File: src/rtl/trim_pkg.sv
package trim_pkg;
    localparam int DATA_W = 32;
    localparam int REG_W = 8;
    localparam int NUM_REGS = 8;
    localparam int NUM_PATHS = 6;
    localparam int FUSE_AW = 3;
    localparam int FIELD_LSB = 0;
    localparam int FIELD_MSB = 4;
    localparam int FIELD_W = 5;
    localparam int RSVD_LSB = 5;
    localparam int RSVD_MSB = 7;
    localparam logic [7:0] TRIM_RESET = 8'h00;
    localparam logic [9:0] IDX_CONV0 = 10'h360;
    localparam logic [9:0] IDX_CONV1 = 10'h361;
    localparam logic [9:0] IDX_CONV2_IN_A = 10'h362;
    localparam logic [9:0] IDX_CONV2_IN_B = 10'h363;
    localparam logic [9:0] IDX_CONV3_IN_C = 10'h364;
    localparam logic [9:0] IDX_CONV3_IN_D = 10'h365;
    localparam logic [9:0] IDX_CONV4 = 10'h366;
    localparam logic [9:0] IDX_CONV5 = 10'h367;
    localparam logic [9:0] IDX_STATUS = 10'h368;
    localparam logic [9:0] TRIM_IDX [NUM_REGS] = '{IDX_CONV0, IDX_CONV1,
        IDX_CONV2_IN_A, IDX_CONV2_IN_B, IDX_CONV3_IN_C, IDX_CONV3_IN_D,
        IDX_CONV4, IDX_CONV5};
    localparam int ST_DONE_BIT = 0;
    localparam int ST_BUSY_BIT = 1;
    localparam int ST_RSVD_BIT = 2;
    localparam int ST_SEL2_BIT = 3;
    localparam int ST_SEL3_BIT = 4;
    localparam int CTRL_RELOAD_BIT = 0;
    localparam int CTRL_RSVD_CLR_BIT = 2;
endpackage

File: src/rtl/fuse_if.sv
`timescale 1ns/1ns
interface fuse_if;
    logic req;
    logic ack;
    logic [2:0] addr;
    logic [4:0] data;
    logic load;
    logic [2:0] load_idx;
    logic [4:0] load_data;
    logic busy;
    modport loader (
        output req, addr, load, load_idx, load_data, busy,
        input ack, data
    );
    modport host (
        input req, addr, load, load_idx, load_data, busy,
        output ack, data
    );
endinterface

File: src/rtl/fine_gain_trim_regs.sv
// Decided for this implementation: register access over Wishbone.
`timescale 1ns/1ns
// What this block does
// RULE_01 - eight byte-wide trim registers sit at indexes 0x360 to 0x367 and all are read-write.
// RULE_02 - bits 4:0 of each register hold the 5-bit fine gain and read zero after reset.
// RULE_03 - software writes zero into the reserved bits 7:5 of every trim register.
// RULE_04 - converter 2 uses the 0x362 value on input a and the 0x363 value on input b.
// RULE_05 - converter 3 uses the 0x364 value on input c and the 0x365 value on input d.
// RULE_06 - converters 0, 1, 4 and 5 use 0x360, 0x361, 0x366 and 0x367 whatever the input.
// RULE_07 - default register contents are loaded from the factory fuse store.
// RULE_08 - a written value reaches its converter path after the write and reads back as stored.
module fine_gain_trim_regs #(
    parameter int ADR_W = 12
) (
    input wire logic clk_i,
    input wire logic rst_i,
    input wire logic wb_cyc_i,
    input wire logic wb_stb_i,
    input wire logic wb_we_i,
    input wire logic [ADR_W-1:0] wb_adr_i,
    input wire logic [3:0] wb_sel_i,
    input wire logic [31:0] wb_dat_i,
    output logic [31:0] wb_dat_o,
    output logic wb_ack_o,
    input wire logic conv2_in_b_i,
    input wire logic conv3_in_d_i,
    output logic [29:0] path_gain_o,
    output logic fuse_req_o,
    output logic [2:0] fuse_addr_o,
    input wire logic fuse_ack_i,
    input wire logic [4:0] fuse_data_i
);
    localparam int IW = ADR_W - 2;
    localparam int NR = trim_pkg::NUM_REGS;
    localparam int FW = trim_pkg::FIELD_W;

    if (ADR_W < 12 || ADR_W > 32) begin : g_bad_adr
        $error("fine_gain_trim_regs: ADR_W must be 12 to 32");
    end

    fuse_if fuse_link ();

    logic [7:0] trim_val [NR];
    logic [NR-1:0] trim_hit;
    logic [NR-1:0] trim_wr;
    logic ack;
    logic [31:0] rd_data;
    logic load_done;
    logic rsvd_seen;
    logic [29:0] next_path_gain;

    // bus decode: word index is the byte address over four
    wire [IW-1:0] adr_word = wb_adr_i[ADR_W-1:2];
    wire bus_req = wb_cyc_i && wb_stb_i;
    wire loading = fuse_link.busy;
    // new requests wait while fuses load so a write is never overwritten
    wire take_req = bus_req && !ack && !loading;
    wire commit = ack && bus_req;
    wire commit_wr = commit && wb_we_i;
    wire lane0 = wb_sel_i[0];
    wire status_hit = adr_word == IW'(trim_pkg::IDX_STATUS);
    wire any_trim_hit = |trim_hit;
    wire [2:0] trim_num = 3'(adr_word - IW'(trim_pkg::IDX_CONV0));
    wire [7:0] trim_rd = trim_val[trim_num];
    wire rsvd_nonzero = wb_dat_i[trim_pkg::RSVD_MSB:trim_pkg::RSVD_LSB] != 3'h0;
    wire status_wr = commit_wr && status_hit && lane0;
    wire reload_req = status_wr && wb_dat_i[trim_pkg::CTRL_RELOAD_BIT];
    wire rsvd_clr = status_wr && wb_dat_i[trim_pkg::CTRL_RSVD_CLR_BIT];
    wire rsvd_set = commit_wr && any_trim_hit && lane0 && rsvd_nonzero;
    wire last_load = fuse_link.load && fuse_link.load_idx == 3'(NR - 1);

    wire [31:0] status_word = {27'h0, conv3_in_d_i, conv2_in_b_i, rsvd_seen,
        loading, load_done};
    wire [31:0] read_mux = any_trim_hit ? {24'h0, trim_rd} :
        status_hit ? status_word : 32'h0000_0000;

    // fuse store port
    assign fuse_req_o = fuse_link.req;
    assign fuse_addr_o = fuse_link.addr;
    assign fuse_link.ack = fuse_ack_i;
    assign fuse_link.data = fuse_data_i;

    fuse_loader #(
        .NUM_WORDS(NR)
    ) u_loader (
        .clk_i(clk_i),
        .rst_i(rst_i),
        .start_i(reload_req),
        .fuse(fuse_link.loader)
    );

    for (genvar i = 0; i < NR; i++) begin : g_trim
        assign trim_hit[i] = adr_word == IW'(trim_pkg::TRIM_IDX[i]); // RULE_01
        assign trim_wr[i] = commit_wr && trim_hit[i] && lane0; // RULE_08

        trim_reg #(
            .RESET_VAL(trim_pkg::TRIM_RESET)
        ) u_reg (
            .clk_i(clk_i),
            .rst_i(rst_i),
            .wr_i(trim_wr[i]),
            .wr_data_i(wb_dat_i[7:0]),
            .load_i(fuse_link.load && fuse_link.load_idx == 3'(i)),
            .load_data_i(fuse_link.load_data),
            .value_o(trim_val[i])
        );
    end

    // path selection; an input change lands on the next edge, a write on the second edge after it commits
    wire [FW-1:0] field_c0 = trim_val[0][trim_pkg::FIELD_MSB:trim_pkg::FIELD_LSB];
    wire [FW-1:0] field_c1 = trim_val[1][trim_pkg::FIELD_MSB:trim_pkg::FIELD_LSB];
    wire [FW-1:0] field_c2a = trim_val[2][trim_pkg::FIELD_MSB:trim_pkg::FIELD_LSB];
    wire [FW-1:0] field_c2b = trim_val[3][trim_pkg::FIELD_MSB:trim_pkg::FIELD_LSB];
    wire [FW-1:0] field_c3c = trim_val[4][trim_pkg::FIELD_MSB:trim_pkg::FIELD_LSB];
    wire [FW-1:0] field_c3d = trim_val[5][trim_pkg::FIELD_MSB:trim_pkg::FIELD_LSB];
    wire [FW-1:0] field_c4 = trim_val[6][trim_pkg::FIELD_MSB:trim_pkg::FIELD_LSB];
    wire [FW-1:0] field_c5 = trim_val[7][trim_pkg::FIELD_MSB:trim_pkg::FIELD_LSB];
    wire [FW-1:0] conv2_gain = conv2_in_b_i ? field_c2b : field_c2a; // RULE_04
    wire [FW-1:0] conv3_gain = conv3_in_d_i ? field_c3d : field_c3c; // RULE_05

    assign next_path_gain = {field_c5, field_c4, conv3_gain, conv2_gain,
        field_c1, field_c0}; // RULE_06

    always_ff @(posedge clk_i) begin
        if (rst_i) begin
            path_gain_o <= 30'h0000_0000; // RULE_02
        end else begin
            path_gain_o <= next_path_gain; // RULE_08
        end
    end

    // single wait state; ack drops the cycle after it is given
    always_ff @(posedge clk_i) begin
        if (rst_i) begin
            ack <= 1'b0;
        end else begin
            ack <= take_req;
        end
    end

    assign wb_ack_o = ack;

    always_ff @(posedge clk_i) begin
        if (rst_i) begin
            rd_data <= 32'h0000_0000;
        end else if (take_req) begin
            rd_data <= read_mux; // RULE_01
        end
    end

    assign wb_dat_o = rd_data;

    always_ff @(posedge clk_i) begin
        if (rst_i) begin
            load_done <= 1'b0;
        end else if (last_load) begin
            load_done <= 1'b1;
        end else if (reload_req) begin
            load_done <= 1'b0;
        end
    end

    // software slip detector; hardware set beats the clear
    always_ff @(posedge clk_i) begin
        if (rst_i) begin
            rsvd_seen <= 1'b0;
        end else if (rsvd_set) begin
            rsvd_seen <= 1'b1; // RULE_03
        end else if (rsvd_clr) begin
            rsvd_seen <= 1'b0;
        end
    end

    // checks on the path outputs
    conv2_select_a: assert property (@(posedge clk_i) disable iff (rst_i) // RULE_04
        1'b1 |=> path_gain_o[14:10] == ($past(conv2_in_b_i) ?
            $past(trim_val[3][4:0]) : $past(trim_val[2][4:0])))
        else $error("converter 2 gain from wrong register");

    conv3_select_a: assert property (@(posedge clk_i) disable iff (rst_i) // RULE_05
        1'b1 |=> path_gain_o[19:15] == ($past(conv3_in_d_i) ?
            $past(trim_val[5][4:0]) : $past(trim_val[4][4:0])))
        else $error("converter 3 gain from wrong register");

    fixed_paths_a: assert property (@(posedge clk_i) disable iff (rst_i) // RULE_06
        1'b1 |=> path_gain_o[4:0] == $past(trim_val[0][4:0])
            && path_gain_o[9:5] == $past(trim_val[1][4:0])
            && path_gain_o[24:20] == $past(trim_val[6][4:0])
            && path_gain_o[29:25] == $past(trim_val[7][4:0]))
        else $error("fixed converter gain from wrong register");

    write_reach_a: assert property (@(posedge clk_i) disable iff (rst_i) // RULE_08
        commit_wr && trim_hit[0] && lane0 |=> ##1 path_gain_o[4:0] == $past(wb_dat_i[4:0], 2))
        else $error("written gain did not reach path 0");

    path_reset_a: assert property (@(posedge clk_i) // RULE_02
        $past(rst_i) |-> path_gain_o == 30'h0000_0000)
        else $error("path gains not zero after reset");

    // checks on the bus answer, the fuse load start and the reserved-bit flag
    read_back_a: assert property (@(posedge clk_i) disable iff (rst_i) // RULE_01
        ack && !wb_we_i && any_trim_hit |-> wb_dat_o == {24'h0, trim_rd})
        else $error("trim read does not match register");

    unmapped_zero_a: assert property (@(posedge clk_i) disable iff (rst_i)
        ack && !wb_we_i && !any_trim_hit && !status_hit |-> wb_dat_o == 32'h0000_0000)
        else $error("unmapped read not zero");

    ack_pulse_a: assert property (@(posedge clk_i) disable iff (rst_i)
        ack |=> !ack)
        else $error("ack held longer than one cycle");

    ack_timing_a: assert property (@(posedge clk_i) disable iff (rst_i)
        bus_req && !ack && !loading |=> ack)
        else $error("request not answered in one cycle");

    load_stall_a: assert property (@(posedge clk_i) disable iff (rst_i) // RULE_07
        loading && !ack |=> !ack)
        else $error("bus answered during fuse load");

    fuse_first_a: assert property (@(posedge clk_i) // RULE_07
        $past(rst_i) |-> fuse_req_o && fuse_addr_o == 3'h0)
        else $error("fuse load not started after reset");

    rsvd_sticky_a: assert property (@(posedge clk_i) disable iff (rst_i) // RULE_03
        rsvd_set |=> rsvd_seen)
        else $error("reserved write not flagged");
endmodule

File: src/rtl/trim_reg.sv
`timescale 1ns/1ns
module trim_reg #(
    parameter logic [7:0] RESET_VAL = trim_pkg::TRIM_RESET
) (
    input wire logic clk_i,
    input wire logic rst_i,
    input wire logic wr_i,
    input wire logic [7:0] wr_data_i,
    input wire logic load_i,
    input wire logic [4:0] load_data_i,
    output logic [7:0] value_o
);
    wire [7:0] load_word = {3'h0, load_data_i};

    // fuse load wins; bus is stalled while loading anyway
    always_ff @(posedge clk_i) begin
        if (rst_i) begin
            value_o <= RESET_VAL; // RULE_02
        end else if (load_i) begin
            value_o <= load_word; // RULE_07
        end else if (wr_i) begin
            value_o <= wr_data_i; // RULE_08
        end
    end

    reset_zero_a: assert property (@(posedge clk_i) $past(rst_i) |-> value_o[4:0] == 5'h00) // RULE_02
        else $error("trim field not zero after reset");
    write_store_a: assert property (@(posedge clk_i) disable iff (rst_i) // RULE_08
        wr_i && !load_i |=> value_o == $past(wr_data_i))
        else $error("written trim value not stored");
    fuse_store_a: assert property (@(posedge clk_i) disable iff (rst_i) // RULE_07
        load_i |=> value_o == {3'h0, $past(load_data_i)})
        else $error("fuse value not stored");
endmodule

File: src/rtl/fuse_loader.sv
`timescale 1ns/1ns
module fuse_loader #(
    parameter int NUM_WORDS = 8
) (
    input wire logic clk_i,
    input wire logic rst_i,
    input wire logic start_i,
    fuse_if.loader fuse
);
    typedef enum logic [0:0] {LD_IDLE, LD_FETCH} ld_state_e;

    ld_state_e state;
    ld_state_e next_state;
    logic [2:0] idx;
    logic [2:0] next_idx;

    if (NUM_WORDS < 1 || NUM_WORDS > 2 ** trim_pkg::FUSE_AW) begin : g_bad_words
        $error("fuse_loader: NUM_WORDS out of range");
    end

    wire fetching = state == LD_FETCH;
    wire last = idx == 3'(NUM_WORDS - 1);
    wire take = fetching && fuse.ack;

    assign fuse.req = fetching;
    assign fuse.addr = idx;
    assign fuse.load = take; // RULE_07
    assign fuse.load_idx = idx;
    assign fuse.load_data = fuse.data;
    assign fuse.busy = fetching;

    always_comb begin
        next_state = state;
        next_idx = idx;
        unique case (state)
            LD_IDLE: begin
                if (start_i) begin
                    next_state = LD_FETCH;
                    next_idx = 3'h0;
                end
            end
            LD_FETCH: begin
                if (take) begin
                    next_idx = 3'(idx + 3'h1);
                    if (last) begin
                        next_state = LD_IDLE;
                    end
                end
            end
        endcase
    end

    // reset enters fetch so defaults come from fuses without software help
    always_ff @(posedge clk_i) begin
        if (rst_i) begin
            state <= LD_FETCH; // RULE_07
            idx <= 3'h0;
        end else begin
            state <= next_state;
            idx <= next_idx;
        end
    end

    fetch_order_a: assert property (@(posedge clk_i) disable iff (rst_i) // RULE_07
        take && !last |=> fuse.req && fuse.addr == 3'($past(idx) + 3'h1))
        else $error("fuse words not fetched in order");
    load_end_a: assert property (@(posedge clk_i) disable iff (rst_i) // RULE_07
        take && last |=> !fuse.busy)
        else $error("loader busy after last word");
endmodule

File: config.mk
export PLATFORM = sky130hd
export DESIGN_NAME = fine_gain_trim_regs
export DESIGN_NICKNAME = d
export VERILOG_FILES = /design/src/rtl/trim_pkg.sv /design/src/rtl/fuse_if.sv /design/src/rtl/fine_gain_trim_regs.sv /design/src/rtl/trim_reg.sv /design/src/rtl/fuse_loader.sv
export SDC_FILE = /design/constraint.sdc
export NUM_CORES = 1
export LEC_CHECK = 0
export BUFFER_PORTS_ARGS = -buffer_cell sky130_fd_sc_hd__buf_4
export CAP_MARGIN = 25
export CORE_AREA = 10 10 127 129
export CTS_CLUSTER_SIZE = 25
export DETAILED_ROUTE_END_ITERATION = 8
export DIE_AREA = 0 0 137 139
export GPL_ROUTABILITY_DRIVEN = 0
export GPL_TIMING_DRIVEN = 0
export PLACE_DENSITY_LB_ADDON = 0.1
export SYNTH_ARGS = -nofsm -noshare
export SYNTH_HDL_FRONTEND = slang
export SYNTH_SLANG_ARGS = --single-unit
File: constraint.sdc
create_clock -name clk_i -period 3 [get_ports clk_i]
set_clock_uncertainty 0.2 [all_clocks]
set_input_delay 0.6 -clock clk_i [delete_from_list [all_inputs] [get_ports clk_i]]
set_output_delay 0.6 -clock clk_i [all_outputs]
set_load 0.005 [all_outputs]
==> results.md, run 1 <==
* Final core utilization at 46.5%
* Fin. max-slew vios at 0
* Register clock-pin slew on the reported worst setup and hold paths at 70 ps
* Static Leak at 2.50 nW
* Register bit count reported by yosys at 109
* Rel. slew slack at 47.7%
* Number of placed I/O pins at 128
* Total via count in the routed design at 4561
* Critical Path AT at 2750 ps
* Total of cells resized after clock tree synthesis at 0
* Number of vias per cell at 5.43
* Starting density of the core at 38.7%
* Finished layout cell area at 6360 sq um
* Post-CTS Setup Inserts at 0
* Routed wire length at 17200 um
* Detailed router's first-iteration violation count at 390
* Most frequent cell after synthesis: sky130_fd_sc_hd__dfxtp_1
* Transition time of the tightest slew-check pin at 777 ps
* Insertion delay to the later sink of the worst-skew pair at 360 ps
* Standard cell core area at 13700 sq um
* Classification of the worst-slack hold path: reg -> reg
* Endpoint required time on the critical path at 3010 ps
* H-Tree Level Count at 3
* Kind of end point of the critical path: flop
* Post-layout worst setup margin at 256 ps
* Max-cap check violation count at 0
* Number of placement rows at 43
* Cell taking the most area after synthesis: sky130_fd_sc_hd__dfxtp_1
* Async S/R FF share, synth at 0%
* Number of buffer cells added on primary ports at 58
* Proportion of layout cells with a drive suffix above 1 at 21.7%
* DPL Wire Length at 13400 um
* Number of iterations in the first detailed-routing pass at 5
* Worst vdd rail ir drop at 0.241 mV
* GRT Overall Usage at 17.8%
* Number of cells produced by synthesis at 563
* Final setup viols at 0
* Relative contribution of combinational cells to total power at 9.0%
* Count of distinct cell types in the synthesized netlist at 39
* Sequential fraction of design power at 48.4%
* Number of synthesized flops with an enable pin at 0
* Predominant post-synthesis flop cell: sky130_fd_sc_hd__dfxtp_1
* Worst hold slack at 282 ps
* Switching Fraction at 24.7%
* Die Area at 19000 sq um
* Tmin final at 2740 ps
* Internal power at 2.32 mW
* Layout Nets at 722
* DRC violations left at 0
* Routed wirelength normalized by instance count at 20.5 um
* Height of the die at 139 um
* Total of hold buffers inserted after clock tree synthesis at 0
* Number of diodes added for antenna fixing at 0
* Unrepaired setup endpoints after global routing: false
* Maximum number of pins on one net before global-route repair at 19
* Share of the synthesized area in the top cell type at 41.2%
* Clk sink count at 109
* Worst setup slack after placement at -16.4 ps
* Power density over the cells at 484 nW/um^2
* First-pass GRT wire length at 26400 um
* Net load switching power at 0.760 mW
* Number of buffers between clock root and the deepest sink at 2
* Overall power consumption at 3.08 mW
* Area of the mapped netlist at 5290 sq um
* Clock buffers created by TritonCTS at 9
* Commonest cells post-synth: 109 x sky130_fd_sc_hd__dfxtp_1, 77 x sky130_fd_sc_hd__nor3_1, 57 x sky130_fd_sc_hd__nor2_1, 39 x sky130_fd_sc_hd__mux2i_1, 36 x sky130_fd_sc_hd__nor4_1
* Status: finished clean
* Buffer type at the clock tree root: sky130_fd_sc_hd__clkbuf_16
* Critical Path Source Type: input port
* Maximum fanout along the worst path at 10
* Final Cycle Share at 91.5%
* Vias in the first global route at 4558
* TritonCTS clock tree: yes
* Clock network fraction of design power at 42.5%
* Layout-stage area growth over the synthesis result at 20.2%
* DP Area at 6040 sq um
* Type of the worst setup path: in -> reg
* Number of failing hold endpoints at the final stage at 0
* Initial antenna violation count at 0
* Sequential share of the synthesized area at 41.2%
* GRT overflow at 0
* Horizontal die dimension at 137 um
* Fmax achieved at 0.364 GHz
* Biggest area contributors in the synthesized netlist: sky130_fd_sc_hd__dfxtp_1 41%, sky130_fd_sc_hd__mux2i_1 7.4%, sky130_fd_sc_hd__nor3_1 7.3%
* Synth warnings at 0
* Residual antenna-violating net count after detailed routing at 0
* Average cell area after synthesis at 9.40 sq um
-- layout make-up --
class                      count  area (sq um)
clock inverter                 7          96.3
multi-input combinational    394          2760
buffer                        77           417
clock buffer                   9           225
timing repair buffer          58           435
sequential                   109          2180
fill                        1331          7310
tap                          180           225
inverter                       6          22.5
-- kinds of logic after synthesis --
kind of cell,after synthesis,share of synthesized area (%)
and+or+nand+nor,273,29.8
AOI/OAI and AO/OA,32,4.16
other,1,0.0709
buffers and inverters,83,8.30
muxes,59,15.0
DFF,109,41.2
adders and majority gates,6,1.42
-- metrics by stage --
step	TNS, ps	instances
floorplan	0	586
global placement	-56.5	824
CTS	0	840
finish	0	840
detailed placement	-23.1	824
global route	0	840
-- layer usage --
| layer | share of wire [%] | vias to the layer above | wire length [um] | global-route usage [%] |
|---|---|---|---|---|
| li1 | - | 2177 | - | - |
| met1 | 45 | 2178 | 7710 | 23.8 |
| met2 | 45 | 190 | 7770 | 27.5 |
| met3 | 8.8 | 16 | 1510 | 3.88 |
| met4 | 1.4 | 0 | 234 | 6.27 |
| met5 | 0 | - | 0 | 0 |
-- path summary, 6_finish.rpt --
check | startpoint | end | slack [ps] | cells after the start
max | wb_adr_i[3] | u_loader.fuse.addr[2]$_SDFFE_PP0P_ | 260 | 7
min reg2reg | wb_dat_o[2]$_SDFFE_PP0P_ | wb_dat_o[2]$_SDFFE_PP0P_ | 280 | 1
max reg2reg | wb_ack_o$_SDFF_PP0_ | g_trim[3].u_reg.value_o[1]$_SDFFE_PP0P_ | 350 | 6
min | wb_dat_o[2]$_SDFFE_PP0P_ | wb_dat_o[2]$_SDFFE_PP0P_ | 280 | 1
-- sequential cells by signal (all words and copies together) (netlist names) --
signal and count:
g_trim.u_reg.value_o 64, load_done 1, path_gain_o 30, rsvd_seen 1, u_loader.fuse.addr 3, u_loader.fuse.busy 1, wb_ack_o 1, wb_dat_o 8
-- cell usage in the layout (no fill, tap or decap), drive strengths merged, types with 4 or more instances in the layout --
master / synthesis / layout
dfxtp: 109 / 109
buf: 46 / 104
nor3: 77 / 77
nor2: 57 / 57
nor4: 44 / 44
clkbuf: 31 / 40
mux2i: 39 / 39
nor2b: 25 / 25
conb: 1 / 24
nor3b: 20 / 20
mux4: 16 / 16
nand2: 14 / 14
o21ai: 13 / 13
nand3: 9 / 9
inv: 6 / 8
ha: 6 / 6
nand4: 5 / 5
or4: 5 / 5
nand4bb: 4 / 4
or3: 4 / 4
a31oi: 4 / 4
mux2: 4 / 4
a22o: 4 / 4
a211o: 4 / 4
a32o: 4 / 4
-- critical path: stages --
cell	delay (ps)
sky130_fd_sc_hd__buf_4	150
sky130_fd_sc_hd__buf_6	160
sky130_fd_sc_hd__clkbuf_1	290
sky130_fd_sc_hd__nor3_1	600
sky130_fd_sc_hd__nand3_1	170
sky130_fd_sc_hd__o21ai_0	610
sky130_fd_sc_hd__o21ai_0	180
-- power groups by stage --
stage | sequential [mW] | clock, mW | combinational [mW]
3_5_place_dp | 1.52 | 0 | 0.274
6_report | 1.49 | 1.31 | 0.278
5_1_grt | 1.49 | 1.38 | 0.304
2_1_floorplan | 1.52 | 0 | 0.177
3_3_place_gp | 1.52 | 0 | 0.271
4_1_cts | 1.49 | 1.32 | 0.275
No activity file was read; power rests on OpenSTA's default activity.
==> inputs of run 2 (changes only) <==
--- a/config.mk
+++ b/config.mk
@@ -6,11 +6,12 @@
 export NUM_CORES = 1
 export LEC_CHECK = 0
 export BUFFER_PORTS_ARGS = -buffer_cell sky130_fd_sc_hd__buf_4
-export CAP_MARGIN = 25
-export CORE_AREA = 10 10 127 129
+export CAP_MARGIN = 30
+export CORE_AREA = 10 10 110 112
+export CTS_CLUSTER_DIAMETER = 150
 export CTS_CLUSTER_SIZE = 25
 export DETAILED_ROUTE_END_ITERATION = 8
-export DIE_AREA = 0 0 137 139
+export DIE_AREA = 0 0 120 122
 export GPL_ROUTABILITY_DRIVEN = 0
 export GPL_TIMING_DRIVEN = 0
 export PLACE_DENSITY_LB_ADDON = 0.1
==> results.md, run 2 (synthesis gave the netlist of run 1 again) <==
* Static Leak at 2.42 nW (-3.1%)
* Total via count in the routed design at 4642 (+1.8%)
* TritonCTS clock tree: yes
* Worst vdd rail ir drop at 0.190 mV (-21%)
* Fmax achieved at 0.362 GHz (-0.62%)
* Number of failing hold endpoints at the final stage at 0 (unchanged)
* Register-to-Register Setup Slack at 360 ps (about the same)
* Post-CTS Setup Inserts at 0 (unchanged)
* Cell depth of the worst flop-to-flop path at 6 (unchanged)
* Layout-stage area growth over the synthesis result at 16.4%
* Routed wirelength normalized by instance count at 20.6 um (+0.26%)
* Number of diodes added for antenna fixing at 0 (unchanged)
* Leading cell type in the layout, fill and taps excluded: sky130_fd_sc_hd__dfxtp_1
* Final Cycle Share at 92.0% (+0.57 points)
* Violated checks: DRC
* Buffer type at the clock tree root: sky130_fd_sc_hd__clkbuf_8
* Rel. slew slack at 50.9% (+3.2 points)
* Proportion of layout cells with a drive suffix above 1 at 21.4% (-0.30 points)
* R2r endpoint: g_trim[3].u_reg.value_o[1]$_SDFFE_PP0P_
* Starting density of the core at 52.7% (+14 points)
* Unrepaired setup endpoints after global routing: false
* DP Area at 5980 sq um (-0.91%)
* Maximum number of pins on one net before global-route repair at 18 (-1)
* Non-filler cells in the finished layout at 796 (-5.2%)
* Classification of the worst-slack hold path: reg -> reg
* Summed negative setup slack over all endpoints at 0 ps (unchanged)
* Number of placement rows at 37 (-14%)
* Max-cap check violation count at 0 (unchanged)
* Maximum fanout along the worst path at 10 (unchanged)
* Horizontal die dimension at 120 um (-12%)
* Total of cells resized after clock tree synthesis at 0 (unchanged)
* Fin. max-slew vios at 0 (unchanged)
* DRC violations left at 1 (+1)
* Launch instance of the worst register-to-register path: wb_ack_o$_SDFF_PP0_
* Residual antenna-violating net count after detailed routing at 0 (unchanged)
* Kind of end point of the critical path: flop
* Final setup viols at 0 (unchanged)
* Routed wire length at 16400 um (-5.0%)
* Endpoint required time on the critical path at 3040 ps (+30 ps)
* Detailed router's first-iteration violation count at 380 (-2.6%)
* Filler cells at 932 (-30%)
* Worst setup slack after placement at -121 ps (-105 ps)
* Transition time of the tightest slew-check pin at 729 ps (-48.9 ps)
* Initial antenna violation count at 0 (unchanged)
* First-pass GRT wire length at 25200 um (-4.6%)
* Register clock-pin slew on the reported worst setup and hold paths at 110 ps (+40 ps)
* Insertion delay to the later sink of the worst-skew pair at 370 ps (about the same)
* Critical path startpoint: wb_adr_i[3]
* Tmin final at 2760 ps (+17.1 ps)
* Number of placed I/O pins at 128 (unchanged)
* Type of the worst setup path: in -> reg
* Power density over the cells at 422 nW/um^2 (-13%)
* Clk sink count at 109 (unchanged)
* Largest register by flop count: g_trim.u_reg.value_o
* Destination of the critical timing path: u_loader.fuse.addr[2]$_SDFFE_PP0P_
* Height of the die at 122 um (-12%)
* Total of hold buffers inserted after clock tree synthesis at 0 (unchanged)
* GRT overflow at 0 (unchanged)
* Finished layout cell area at 6160 sq um (-3.1%)
* Commonest cells after routing, fill and taps aside: 109 x sky130_fd_sc_hd__dfxtp_1, 85 x sky130_fd_sc_hd__buf_4, 77 x sky130_fd_sc_hd__nor3_1
* Number of buffers between clock root and the deepest sink at 2 (unchanged)
* Critical Path AT at 2800 ps (+50 ps)
* Layout Nets at 722 (unchanged)
* Standard cell core area at 10000 sq um (-26%)
* Vias in the first global route at 4497 (-1.3%)
* Number of iterations in the first detailed-routing pass at 9 (+4)
* Status: complete, but fails checks
* Flip-flop count of the largest register, all copies and words added at 64 (unchanged)
* GRT Overall Usage at 21.8% (+4.0 points)
* Number of buffer cells added on primary ports at 58 (unchanged)
* Critical Path Source Type: input port
* Count of placed standard cells including taps at 780 (-5.3%)
* Clock buffers created by TritonCTS at 9 (unchanged)
* H-Tree Level Count at 3 (unchanged)
* DPL Wire Length at 12500 um (-6.2%)
* Number of vias per cell at 5.83 (+7.4%)
* Die Area at 14600 sq um (-23%)
* Post-layout worst setup margin at 239 ps (-17.1 ps)
[run 2: power by group]
part | internal (mW) | total (mW) | switching, mW | leakage [nW]
Combinational | 0.112 | 0.275 | 0.163 | 1.46
Clock | 0.331 | 0.831 | 0.501 | 0.0832
Sequential | 1.47 | 1.49 | 0.0204 | 0.880
[run 2: critical path: stages]
cell	delay, ps
sky130_fd_sc_hd__buf_4	150
sky130_fd_sc_hd__buf_6	160
sky130_fd_sc_hd__clkbuf_1	310
sky130_fd_sc_hd__nor3_1	590
sky130_fd_sc_hd__nand3_1	180
sky130_fd_sc_hd__o21ai_0	630
sky130_fd_sc_hd__o21ai_0	180
[run 2: final cells by class]
type	instances	area, sq um	share of cell area (%)
Multi-Input combinational cell	394	2760	44.7
Sequential cell	109	2180	35.4
Timing Repair Buffer	58	435	7.07
Buffer	77	417	6.76
Tap cell	136	170	2.76
Clock buffer	12	145	2.36
Clock inverter	4	32.5	0.528
Inverter	6	22.5	0.366
[run 2: routing by layer]
metal / part of all wire [%] / GRT usage (%) / wire (um)
met5: 0 / 0 / 0
met4: 3.4 / 8.90 / 562
met3: 12 / 7.35 / 1900
met2: 45 / 34.3 / 7380
met1: 40 / 27.1 / 6520
[run 2: stage by stage]
step / util [%] / total power [mW] / hold slack, ps
detailed placement: 59.6 / 1.79 / 270
global placement: 59.6 / 1.79 / 264
finish: 61.3 / 2.60 / 285
floorplan: - / 1.69 / 250
CTS: 61.3 / 2.60 / 289
global route: 61.3 / 2.70 / 307
[run 2: worst min path at each step]
stage	to	cells after the start	start	slack, ps
global route	wb_dat_o[5]$_SDFFE_PP0P_	1	wb_dat_o[5]$_SDFFE_PP0P_	310
finish	wb_dat_o[3]$_SDFFE_PP0P_	1	wb_dat_o[3]$_SDFFE_PP0P_	290
detailed placement	wb_dat_o[6]$_SDFFE_PP0P_	1	wb_dat_o[6]$_SDFFE_PP0P_	270
floorplan	rsvd_seen$_SDFFE_PP0P_	2	rsvd_seen$_SDFFE_PP0P_	250
CTS	rsvd_seen$_SDFFE_PP0P_	2	rsvd_seen$_SDFFE_PP0P_	290
global placement	wb_dat_o[4]$_SDFFE_PP0P_	1	wb_dat_o[4]$_SDFFE_PP0P_	260
